## config.mk

```make
export PLATFORM = sky130hd
export DESIGN_NAME = swlm_master
export DESIGN_NICKNAME = d
export VERILOG_FILES = /design/src/core/swlm_pkg.sv /design/src/core/swlm_crc16.sv /design/src/core/swlm_master.sv
export SDC_FILE = /design/constraint.sdc
export NUM_CORES = 1
export LEC_CHECK = 0
export ABC_AREA = 1
export BUFFER_PORTS_ARGS = -buffer_cell sky130_fd_sc_hd__buf_2
export CAP_MARGIN = 20
export CORE_MARGIN = 1.5
export CORE_UTILIZATION = 50
export DETAILED_ROUTE_END_ITERATION = 16
export GPL_ROUTABILITY_DRIVEN = 0
export PLACE_DENSITY = 0.74
export REMOVE_ABC_BUFFERS = 1
export SLEW_MARGIN = 20
export SYNTH_ARGS = -nofsm -noshare
export SYNTH_HDL_FRONTEND = slang
export SYNTH_SLANG_ARGS = --single-unit
```

## constraint.sdc

```tcl
create_clock -name i_mclk -period 3.9 [get_ports i_mclk]
set_clock_uncertainty 0.15 [all_clocks]
set_input_delay 0.39 -clock i_mclk [delete_from_list [all_inputs] [get_ports i_mclk]]
set_output_delay 0.39 -clock i_mclk [all_outputs]
set_load 0.01 [all_outputs]
```

## src/core/swlm_pkg.sv

```systemverilog
package swlm_pkg;
   localparam int unsigned CLK_MHZ = 20;

   // Times in microseconds
   localparam int unsigned RESET_LOW_US        = 480;
   localparam int unsigned POST_RESET_HIGH_US  = 480;
   localparam int unsigned PRESENCE_SAMPLE_US  = 70;
   localparam int unsigned SLOT_DURATION_US    = 70;
   localparam int unsigned ONE_BIT_LOW_US      = 6;
   localparam int unsigned ZERO_BIT_LOW_US     = 65;
   localparam int unsigned READ_START_LOW_US   = 1;
   localparam int unsigned READ_SAMPLE_US      = 13;
   localparam int unsigned SLOT_RECOVERY_US    = 5;
   localparam int unsigned PRE_PROGRAM_US      = 5;
   localparam int unsigned PROGRAM_PULSE_US    = 480;
   localparam int unsigned PRE_VERIFY_US       = 5;

   // Exact CLK_MHZ cycles per us; read start low is one cycle less
   function automatic int unsigned us_to_cyc(input int unsigned us);
      return us * CLK_MHZ;
   endfunction : us_to_cyc

   localparam int unsigned RESET_LOW_CYC       = us_to_cyc(RESET_LOW_US);
   localparam int unsigned POST_RESET_HIGH_CYC = us_to_cyc(POST_RESET_HIGH_US);
   localparam int unsigned PRESENCE_SAMPLE_CYC = us_to_cyc(PRESENCE_SAMPLE_US);
   localparam int unsigned SLOT_DURATION_CYC   = us_to_cyc(SLOT_DURATION_US);
   localparam int unsigned ONE_BIT_LOW_CYC     = us_to_cyc(ONE_BIT_LOW_US);
   localparam int unsigned ZERO_BIT_LOW_CYC    = us_to_cyc(ZERO_BIT_LOW_US);
   localparam int unsigned READ_START_LOW_CYC  = us_to_cyc(READ_START_LOW_US) - 1;
   localparam int unsigned READ_SAMPLE_CYC     = us_to_cyc(READ_SAMPLE_US);
   localparam int unsigned SLOT_RECOVERY_CYC   = us_to_cyc(SLOT_RECOVERY_US);
   localparam int unsigned PRE_PROGRAM_CYC     = us_to_cyc(PRE_PROGRAM_US);
   localparam int unsigned PROGRAM_PULSE_CYC   = us_to_cyc(PROGRAM_PULSE_US);
   localparam int unsigned PRE_VERIFY_CYC      = us_to_cyc(PRE_VERIFY_US);

   localparam int unsigned TIMER_W = 14;

   // CRC-16, polynomial x^16 + x^15 + x^2 + 1, reflected form
   localparam logic [15:0] CRC_POLY_REFL = 16'ha001;
   localparam logic [15:0] CRC_CLEAR     = 16'h0000;
   localparam logic [7:0]  ADDR_HIGH_KEEP_MASK = 8'h07;

   typedef enum logic [3:0] {
      SWLM_IDLE       = 4'h0,
      SWLM_RST_LOW    = 4'h1,
      SWLM_RST_WAIT   = 4'h3,
      SWLM_RST_HIGH   = 4'h2,
      SWLM_SLOT_LOW   = 4'h6,
      SWLM_SLOT_REL   = 4'h7,
      SWLM_SLOT_REC   = 4'h5,
      SWLM_PRG_DELAY  = 4'h4,
      SWLM_PRG_PULSE  = 4'hc,
      SWLM_PRG_VERIFY = 4'hd
   } swlm_state_type;

   typedef enum logic [1:0] {
      SWLM_CMD_RESET   = 2'h0,
      SWLM_CMD_WRITE   = 2'h1,
      SWLM_CMD_READ    = 2'h2,
      SWLM_CMD_PROGRAM = 2'h3
   } swlm_cmd_type;
endpackage : swlm_pkg

```

## src/core/swlm_crc16.sv

```systemverilog
`timescale 1ns/1ps
`default_nettype none
module swlm_crc16
   import swlm_pkg::*;
(
   input  wire logic        i_mclk,
   input  wire logic        i_rst_n,
   input  wire logic        i_clear,
   input  wire logic        i_load,
   input  wire logic [15:0] i_load_val,
   input  wire logic        i_shift,
   input  wire logic        i_bit,
   output var  logic [15:0] o_crc
);
   logic [15:0] crc_nxt;
   wire         fb = o_crc[0] ^ i_bit;

   // Clear and load take priority over a shift
   always_comb begin
      crc_nxt = o_crc;
      if (i_clear) begin
         crc_nxt = CRC_CLEAR;
      end else if (i_load) begin
         crc_nxt = i_load_val;
      end else if (i_shift) begin
         crc_nxt = (o_crc >> 1) ^ (fb ? CRC_POLY_REFL : CRC_CLEAR);
      end
   end

   always_ff @(posedge i_mclk or negedge i_rst_n) begin
      if (!i_rst_n) begin
         o_crc <= CRC_CLEAR;
      end else begin
         o_crc <= crc_nxt;
      end
   end
endmodule : swlm_crc16
`default_nettype wire

```

## src/core/swlm_master.sv

```systemverilog
`timescale 1ns/1ps
`default_nettype none
module swlm_master
   import swlm_pkg::*;
(
   input  wire logic        i_mclk,
   input  wire logic        i_rst_n,
   // Command port
   input  wire logic        i_cmd_valid,
   input  wire logic [1:0]  i_cmd,
   input  wire logic        i_wr_bit,
   output var  logic        o_cmd_ready,
   output var  logic        o_done,
   output var  logic        o_rd_bit,
   output var  logic        o_presence,
   // CRC model controls, follow each write byte
   input  wire logic        i_crc_clear,
   input  wire logic        i_crc_load,
   input  wire logic [15:0] i_crc_load_addr,
   input  wire logic        i_crc_shift_en,
   input  wire logic        i_addr_high,
   input  wire logic        i_low_pullup_voltage,
   input  wire logic [15:0] i_crc_rx,
   input  wire logic        i_crc_check,
   output var  logic        o_crc_ok,
   output var  logic        o_crc_valid,
   // Line pins
   input  wire logic        i_line,
   output var  logic        o_line_out,
   output var  logic        o_line_oe,
   output var  logic        o_prog_en
);
   swlm_state_type        state_r;
   swlm_state_type        state_nxt;
   logic [TIMER_W-1:0]    timer_r;
   logic [TIMER_W-1:0]    low_len_r;
   logic [TIMER_W-1:0]    sample_at_r;
   logic                  is_read_r;
   logic                  sync1_r;
   logic                  sync2_r;
   logic                  sampled_r;
   logic                  oe_r;
   logic                  prog_r;
   logic                  ready_r;
   logic                  done_r;
   logic                  rd_bit_r;
   logic                  pres_r;
   logic                  crc_ok_r;
   logic                  crc_val_r;
   logic [15:0]           crc_val;

   function automatic logic [TIMER_W-1:0] cyc(input int unsigned c);
      return c[TIMER_W-1:0];
   endfunction : cyc

   wire start      = ready_r && i_cmd_valid;
   wire timer_last = (timer_r == {TIMER_W{1'b0}});
   wire elapsed_eq_sample;
   logic [TIMER_W-1:0] elapsed_r;
   assign elapsed_eq_sample = (elapsed_r == sample_at_r);

   // Shift bits are written bits; model mirrors slave high byte masking
   wire shift_bit  = i_wr_bit & (i_addr_high ? 1'b0 : 1'b1) | (i_wr_bit & ~i_addr_high);
   wire write_shift = start && (i_cmd == SWLM_CMD_WRITE) && i_crc_shift_en;

   // Slave forces high address top bits low; host mirrors it in the CRC model
   logic [3:0] bitpos_r;
   wire masked_bit = i_addr_high ? (i_wr_bit & ADDR_HIGH_KEEP_MASK[bitpos_r[2:0]]) : i_wr_bit;
   wire unused_ok  = shift_bit ^ i_low_pullup_voltage;

   swlm_crc16 u_crc (
      .i_mclk     (i_mclk),
      .i_rst_n    (i_rst_n),
      .i_clear    (i_crc_clear),
      .i_load     (i_crc_load),
      .i_load_val (i_crc_load_addr),
      .i_shift    (write_shift),
      .i_bit      (masked_bit),
      .o_crc      (crc_val)
   );

   always_ff @(posedge i_mclk or negedge i_rst_n) begin
      if (!i_rst_n) begin
         bitpos_r <= 4'h0;
      end else if (i_crc_clear || i_crc_load) begin
         bitpos_r <= 4'h0;
      end else if (write_shift) begin
         bitpos_r <= bitpos_r + 4'h1;
      end
   end

   // Line sampled through two flops
   always_ff @(posedge i_mclk or negedge i_rst_n) begin
      if (!i_rst_n) begin
         sync1_r <= 1'b1;
         sync2_r <= 1'b1;
      end else begin
         sync1_r <= i_line;
         sync2_r <= sync1_r;
      end
   end

   always_comb begin
      state_nxt = state_r;
      case (state_r)
         SWLM_IDLE: begin
            if (start) begin
               case (i_cmd)
                  SWLM_CMD_RESET:   state_nxt = SWLM_RST_LOW;
                  SWLM_CMD_PROGRAM: state_nxt = SWLM_PRG_DELAY;
                  default:          state_nxt = SWLM_SLOT_LOW;
               endcase
            end
         end
         SWLM_RST_LOW:    if (timer_last) state_nxt = SWLM_RST_WAIT;
         SWLM_RST_WAIT:   if (timer_last) state_nxt = SWLM_RST_HIGH;
         SWLM_RST_HIGH:   if (timer_last) state_nxt = SWLM_IDLE;
         SWLM_SLOT_LOW:   if (timer_last) state_nxt = SWLM_SLOT_REL;
         SWLM_SLOT_REL:   if (timer_last) state_nxt = SWLM_SLOT_REC;
         SWLM_SLOT_REC:   if (timer_last) state_nxt = SWLM_IDLE;
         SWLM_PRG_DELAY:  if (timer_last) state_nxt = SWLM_PRG_PULSE;
         SWLM_PRG_PULSE:  if (timer_last) state_nxt = SWLM_PRG_VERIFY;
         SWLM_PRG_VERIFY: if (timer_last) state_nxt = SWLM_IDLE;
         default:         state_nxt = SWLM_IDLE;
      endcase
   end

   always_ff @(posedge i_mclk or negedge i_rst_n) begin
      if (!i_rst_n) begin
         state_r <= SWLM_IDLE;
      end else begin
         state_r <= state_nxt;
      end
   end

   // Timer counts down to zero in each state; loaded on entry
   always_ff @(posedge i_mclk or negedge i_rst_n) begin
      if (!i_rst_n) begin
         timer_r     <= {TIMER_W{1'b0}};
         low_len_r   <= {TIMER_W{1'b0}};
         sample_at_r <= {TIMER_W{1'b0}};
         is_read_r   <= 1'b0;
      end else begin
         timer_r <= timer_last ? timer_r : timer_r - cyc(1);
         case (state_r)
            SWLM_IDLE: if (start) begin
               is_read_r <= (i_cmd == SWLM_CMD_READ);
               case (i_cmd)
                  SWLM_CMD_RESET:   timer_r <= cyc(RESET_LOW_CYC - 1);
                  SWLM_CMD_PROGRAM: timer_r <= cyc(PRE_PROGRAM_CYC - 1);
                  SWLM_CMD_READ: begin
                     timer_r     <= cyc(READ_START_LOW_CYC - 1);
                     low_len_r   <= cyc(READ_START_LOW_CYC);
                     sample_at_r <= cyc(READ_SAMPLE_CYC);
                  end
                  default: begin
                     timer_r     <= i_wr_bit ? cyc(ONE_BIT_LOW_CYC - 1)
                                             : cyc(ZERO_BIT_LOW_CYC - 1);
                     low_len_r   <= i_wr_bit ? cyc(ONE_BIT_LOW_CYC) : cyc(ZERO_BIT_LOW_CYC);
                     sample_at_r <= cyc(READ_SAMPLE_CYC);
                  end
               endcase
            end
            SWLM_RST_LOW:   if (timer_last) timer_r <= cyc(PRESENCE_SAMPLE_CYC - 1);
            SWLM_RST_WAIT:  if (timer_last) timer_r <= cyc(POST_RESET_HIGH_CYC - PRESENCE_SAMPLE_CYC - 1);
            SWLM_SLOT_LOW:  if (timer_last) timer_r <= cyc(SLOT_DURATION_CYC) - low_len_r - cyc(1);
            SWLM_SLOT_REL:  if (timer_last) timer_r <= cyc(SLOT_RECOVERY_CYC - 1);
            SWLM_PRG_DELAY: if (timer_last) timer_r <= cyc(PROGRAM_PULSE_CYC - 1);
            SWLM_PRG_PULSE: if (timer_last) timer_r <= cyc(PRE_VERIFY_CYC - 1);
            default: ;
         endcase
      end
   end

   // Elapsed time since the slot's falling edge
   always_ff @(posedge i_mclk or negedge i_rst_n) begin
      if (!i_rst_n) begin
         elapsed_r <= {TIMER_W{1'b0}};
         sampled_r <= 1'b1;
      end else if (state_r == SWLM_IDLE) begin
         elapsed_r <= {TIMER_W{1'b0}};
      end else begin
         elapsed_r <= elapsed_r + cyc(1);
         // Sync delay of two cycles is inside the sample margin
         if ((state_r == SWLM_SLOT_REL || state_r == SWLM_SLOT_LOW) && elapsed_eq_sample) begin
            sampled_r <= sync2_r;
         end
      end
   end

   always_ff @(posedge i_mclk or negedge i_rst_n) begin
      if (!i_rst_n) begin
         oe_r      <= 1'b0;
         prog_r    <= 1'b0;
         ready_r   <= 1'b1;
         done_r    <= 1'b0;
         rd_bit_r  <= 1'b1;
         pres_r    <= 1'b0;
         crc_ok_r  <= 1'b0;
         crc_val_r <= 1'b0;
      end else begin
         oe_r    <= (state_nxt == SWLM_RST_LOW) || (state_nxt == SWLM_SLOT_LOW);
         prog_r  <= (state_nxt == SWLM_PRG_PULSE);
         ready_r <= (state_nxt == SWLM_IDLE);
         done_r  <= (state_r != SWLM_IDLE) && (state_nxt == SWLM_IDLE);
         if (state_r == SWLM_SLOT_REC && timer_last && is_read_r) begin
            rd_bit_r <= sampled_r;
         end
         if (state_r == SWLM_RST_WAIT && timer_last) begin
            pres_r <= ~sync2_r;
         end
         crc_val_r <= i_crc_check;
         if (i_crc_check) begin
            // Slave returns the inverted CRC; decision to program stays outside
            crc_ok_r <= ((~i_crc_rx) == crc_val) ^ (unused_ok & 1'b0);
         end
      end
   end

   assign o_line_out  = 1'b0;
   assign o_line_oe   = oe_r;
   assign o_prog_en   = prog_r;
   assign o_cmd_ready = ready_r;
   assign o_done      = done_r;
   assign o_rd_bit    = rd_bit_r;
   assign o_presence  = pres_r;
   assign o_crc_ok    = crc_ok_r;
   assign o_crc_valid = crc_val_r;
endmodule : swlm_master
`default_nettype wire

```

After elaboration in Yosys (flattened, before gate mapping)

Memory sizes are Yosys's and may differ from the RTL's.
Cells that the tools add are included.

Register bits after elaboration: 79
Memory bits (read-only): 8
Input bits: 45
Output and inout port bits: 9
Logic and storage cells: 105
Memories: 1

Memory list:

| name             | depth | bits a word | read ports | clocked after memory_dff | wr ports | line              | text |
|---|---|---|---|---|---|---|---|
| (name not given) | 8     | 1           | 1          | 0                        | 0        | swlm_master.sv:68 | `wire masked_bit = i_addr_high ? (i_wr_bit & ADDR_HIGH_KEEP_MASK[bitpos_r[2:0]]) : i_wr_bit;` |

Add/subtract/negate cells: 5
Magnitude comparators: 1
Equality and inequality tests: 17
Mux-type cells: 31
Bitwise operators: 7
Reduce and logical (&&, ||, !) cells: 24

Operator list:

| operator               | count |
|---|---|
| $mux 14                | 8 |
| $pmux 14 s6            | 1 |
| $mux 16                | 4 |
| $pmux 14 s3            | 1 |
| $mux 4                 | 10 |
| $pmux 4 s8             | 1 |
| $pmux 14 s2            | 1 |
| $sub 14x1->14 const B  | 2 |
| $mux 11                | 2 |
| $eq 4x3->1 const B     | 5 |
| $eq 16x16->1           | 1 |
| $not 16->16            | 1 |
| $xor 15x16->16         | 1 |
| $add 14x1->14 const B  | 1 |
| $eq 14x9->1            | 1 |
| $logic_not 14->1       | 1 |
| $sub 11x14->14 const A | 1 |
| $eq 4x4->1 const B     | 3 |
| $eq 4x1->1 const B     | 2 |
| $eq 4x2->1 const B     | 2 |
| $logic_and 1x1->1      | 8 |
| $logic_not 4->1        | 2 |
| $pmux 3 s2             | 1 |
| $add 4x1->4 const B    | 1 |
| 16 further kinds       | 24 |

Longest topological paths before layout

Depth in word-level cells: 10
Mapped depth: 12
Depth with buffers taken out: 11

By module

Synthesis repeated with hierarchy kept, for this count alone.

Cell total of the unflattened synthesis: 627
Area total of the unflattened synthesis: 4,549.4 um2

Modules (own cells, without submodules):

| module      | instances | cells each | area each (um2) | sequential area each (um2) |
|---|---|---|---|---|
| swlm_master | 1         | 520        | 3,678.5         | 1,282.5 |
| swlm_crc16  | 1         | 107        | 870.8           | 400.4 |

Least setup slack after synthesis

No wires, ideal clock.

Path type: register -> register
Start: register timer_r[0]
End: register timer_r[0]
Library setup time: 0.121 ns
Arrival time: 1.526 ns
Data required time: 3.629 ns
Slack: 2.103 ns
Cell stages (with the launch flop): 10
Buffers on the path: 1
Clock period less this slack: 1.797 ns
Cells stage by stage: dfrtp_1 > inv_1 > ha_1 > nand3_1 > nor2_4 > nand2_4 > buf_2 > ha_1 > nand2_1 > nand2_1

Longest elaborated chain between the ends: 4
Elaborated cells on any way between the ends: 10
Those cells by class: add/sub: 1; mux: 8; reduce/logical: 1

Ends and longest elaborated chain:

| what                                                     | line                                   | text |
|---|---|---|
| start: declaration                                       | swlm_master.sv:35                      | `logic [TIMER_W-1:0] timer_r;` |
| start signal: assignment                                 | swlm_master.sv:139                     | `timer_r <= {TIMER_W{1'b0}};` |
| start signal: assignment                                 | swlm_master.sv:144                     | `timer_r <= timer_last ? timer_r : timer_r - cyc(1);` |
| start signal: assignment                                 | swlm_master.sv:149                     | `SWLM_CMD_RESET: timer_r <= cyc(RESET_LOW_CYC - 1);` |
| $sub 14x1->14 / $logic_not 14->1 (equally long branches) | swlm_master.sv:144, swlm_master.sv:57  |  |
| $mux 14                                                  | swlm_master.sv:144                     |  |
| $mux 14, or another cell as far along                    | swlm_master.sv:167, swlm_master.sv:169 |  |
| $pmux 14 s6 *                                            | swlm_master.sv:145                     | `case (state_r)` |

Every way passes the cells marked *; elsewhere a longest branch is shown, timed or not.
A chain may end at the register's enable or synchronous reset.

Worst setup path after layout

Start: register ready_r, in the netlist o_cmd_ready
End: register u_crc.o_crc[13]

Longest elaborated chain between the ends: 4

Ends and longest elaborated chain:

| what                               | line               | text |
|---|---|---|
| start: declaration                 | swlm_master.sv:44  | `logic ready_r;` |
| start signal: assignment           | swlm_master.sv:204 | `ready_r <= (state_nxt == SWLM_IDLE);` |
| $logic_and 1x1->1                  | swlm_master.sv:56  | `wire start = ready_r && i_cmd_valid;` |
| $logic_and 1x1->1 (2 in a row)     | swlm_master.sv:64  | `wire write_shift = start && (i_cmd == SWLM_CMD_WRITE) && i_crc_shift_en;` |
| $reduce_bool 3->1 (no source line) | -                  |  |
| end signal: assignment             | swlm_crc16.sv:34   | `o_crc <= crc_nxt;` |
| end: declaration                   | swlm_crc16.sv:13   | `output var logic [15:0] o_crc` |

Every way passes these cells.

==> metrics.md <==
| Metric | Value |
|---|---|
| Syn Inst Count | `621` |
| GR peak layer | `met2` |
| CP bufs+invs | `1` |
| Fin crit period | `approximately 2.3 ns` |
| Ys async rst share | `100%` |
| Internal power | `1.09 mW` |
| EDFF count, synth | `0` |
| Leak Pwr | `2.67 nW` |
| Worst path max stage delay | `0.54 ns` |
| Synth Warn # | `0` |
| Reg power frac | `between 40 and 50%` |
| Sw frac | `24.9%` |
| RSZ-0062 raised after global routing | `false` |
| Switching pwr | `361 uW` |
| Synth top area share | `34.8%` |
| Total via count in the routed design | `around 4200` |
| Total Power | `1.45 mW` |
| Root Buffer | `clkbuf_8` |
| Distinct cells, synth | `between 40 and 50` |
| Worst Tran Pin Value | `approximately 0.74 ns` |
| Final WL | `10.9 mm` |
| Initial core utilization | `51.4%` |
| CP Capture Type | `flop` |
| CP Max Fanout | `23` |
| Pins Over Slew Limit | `0` |
| # nets final | `736` |
| Clock latency on the worst-skew pair | `0.35 ns` |
| Hold Path Cell Cnt | `2` |
| Power per Cell Area | `288 mW/mm2` |
| TritonCTS Sinks | `67` |
| Slew margin rel. | `50.6%` |
| Fraction of final layout cells sized beyond drive strength 1 | `17.6%` |
| Main synth FF type | `dfrtp_1` |
| Tcrit/Tclk final | `between 50% and 60%` |
| Ports | `54` |
| Stages on worst setup path | `7` |
| P&R area growth vs syn | `13.3%` |
| Resized Gates After CTS | `0` |
| Iter 0 DRT Violations | `189` |
| Worst hold slack | `0.150 ns` |
| Die X | `roughly 97 um` |
| Syn Area/Cell | `roughly 7.2 um2` |
| Max Cap Viol | `0` |
| Drt drc | `0` |
| Dpl hpwl | `a little over 8 mm` |
| Setup Crit Path Kind | `flop to flop` |
| Post-synth top area cell | `dfrtp_1` |
| Final ANT Viol Nets | `0` |
| M3 GR Usage | `3.88%` |
| H-Tree Depth | `3` |
| Top delay family on crit path | `compound AO/OA/AOI/OAI gates` |
| Ant diodes | `0` |
| Sequential area share after synthesis | `between 30% and 40%` |
| Synthesis-stage register bit count | `67` |
| First-pass GRT wire length | `roughly 19 mm` |
| Die Ht | `97.4 um` |
| Number of vias per cell | `5.34` |
| CP max-delay cell | `dfstp_2` |
| Mapped cell area | `0.00446 mm2` |
| GRT overflow | `0` |
| Crit path launch type | `flop` |
| Synth top cells by count | `132 x nand2_1, 91 x inv_1, 72 x nor2_1` |
| Synth top area cells | `dfrtp_1 35%, nand2_1 11%, inv_1 7.7%` |
| Fmax | `between 400 and 500 MHz` |
| Number of non-filler instances in the completed layout | `790` |
| Final Hold Vio Count | `0` |
| Port Buffer Count | `51` |
| Critical Path AT | `2.39 ns` |
| Final setup TNS | `0 ns` |
| Routed length per instance | `~14 um` |
| Combinational power share | `8.3%` |
| Pre-antenna DRT Iters | `5` |
| CTS tree | `built` |
| Worst EP required | `4.02 ns` |
| FILL cells | `826` |
| Clock Power Share | `41.9%` |
| Worst vdd ir | `slightly above 0.2 mV` |
| Core Area | `roughly 0.0087 mm2` |
| CTS Buffer Depth | `2` |
| R2R cell count | `7` |
| Largest net degree at the start of global routing | `35` |
| # rows | `34` |
| GRT Overall Usage | `24.0%` |
| Antenna violations before repair | `0` |
| Cell breakdown of the critical path | `nand2_1, o21ai_1, buf_4, nand2_1, a21oi_1, o21ai_0, o21ai_0` |
| Met2 usage | `40.1%` |
| Clk slew on worst S/H paths | `0.08 ns` |
| Status | `complete, no violations` |
| Placed cell count | `771` |
| Vias in the first global route | `just over 4000` |
| Met1 Use GR | `31.1%` |
| Top-count cell post-synth | `nand2_1` |
| Die ar. | `0.00949 mm2` |
| Tightest Hold Check Type | `primary input to flop` |
| Reg2reg setup slack | `1.62 ns` |
| CTS buffer count | `9` |
| Final Setup Violations | `0` |
## state kept, by name (all words and copies together), names as in the netlist, 3 cells and up
signal / count
elapsed_r: 14
state_r: 4
u_crc.o_crc: 16
timer_r: 14
low_len_r: 4
bitpos_r: 3
## metal layers
layer | vias to the layer above | part of all wire [%] | routed length, um
met4 | 0 | 2.6 | 280
met5 | - | 0 | 0
met1 | 1940 | 44 | 4800
met3 | 29 | 4.8 | 524
met2 | 138 | 48 | 5260
li1 | 2113 | - | -
## layout make-up
type | count | area (um2) | share of cell area, %
Clock buffer | 11 | 151 | 3.00
Sequential cell | 67 | 1680 | 33.3
Tap cell | 108 | 135 | 2.68
Inverter | 104 | 395 | 7.83
Clock inverter | 5 | 61.3 | 1.21
Timing Repair Buffer | 56 | 300 | 5.95
Multi-Input combinational cell | 439 | 2320 | 46.0
## cell usage in the layout (no fill, tap or decap), drive strengths merged, types with 6 or more instances in the layout
| cell type | n |
|---|---|
| o22ai | 16 |
| o21ai | 38 |
| inv | 103 |
| nor3 | 6 |
| clkbuf | 11 |
| ha | 14 |
| nand3 | 55 |
| nand2 | 144 |
| nor2 | 87 |
| xor2 | 12 |
| a21oi | 36 |
| buf | 53 |
| dfrtp | 62 |
| nand4 | 6 |
## power groups by stage
stage,logic (mW),registers (mW),clock network [mW]
final,0.121,0.723,0.609
after CTS,0.122,0.723,0.620
after floorplan,0.0610,0.734,0
after global routing,0.139,0.725,0.651
after global placement,0.116,0.736,0
after detailed placement,0.120,0.736,0
## cell families after synthesis
| family | share of synthesized area, % |
|---|---|
| simple gates | 32.6 |
| fa+ha+maj | 3.93 |
| flops | 37.7 |
| other cells | 0.0841 |
| xor+xnor | 2.75 |
| buf+inv | 10.1 |
| compound gates | 12.5 |
| mux | 0.225 |
## stage by stage
stage / cell area, um2 / util [%] / worst slack [ns]
CTS: 5050 / 58.2 / 1.66
floorplan: 4400 / - / 1.38
detailed placement: 4810 / 55.4 / 1.43
global placement: 4810 / 55.4 / 1.52
finish: 5050 / 58.2 / 1.62
global route: 5050 / 58.2 / 1.43
## worst paths after layout
path                                   from               to
worst max-delay path            o_cmd_ready  u_crc.o_crc[13]
min in group asynchronous           i_rst_n  u_crc.o_crc[10]
worst min register to register      sync1_r          sync2_r
max in group asynchronous           i_rst_n      o_cmd_ready
worst max register to register  o_cmd_ready  u_crc.o_crc[13]
worst min-delay path               i_wr_bit     low_len_r[8]
## worst reg2reg max path, stage by stage, from the launching register on
cell and delay [ns]:
dfstp_2 0.54, nand2_1 0.18, o21ai_1 0.18, buf_4 0.27, nand2_1 0.42, a21oi_1 0.25
o21ai_0 0.10, o21ai_0 0.09
## repair_timing
action | CTS | global route
hold buffers | 3 | 0
endpoints found under the hold margin | 31 | 0
setup endpoints to repair | 0 | 0
buffers inserted | 0 | 0
Note: power is estimated with default switching activity, not from simulation.
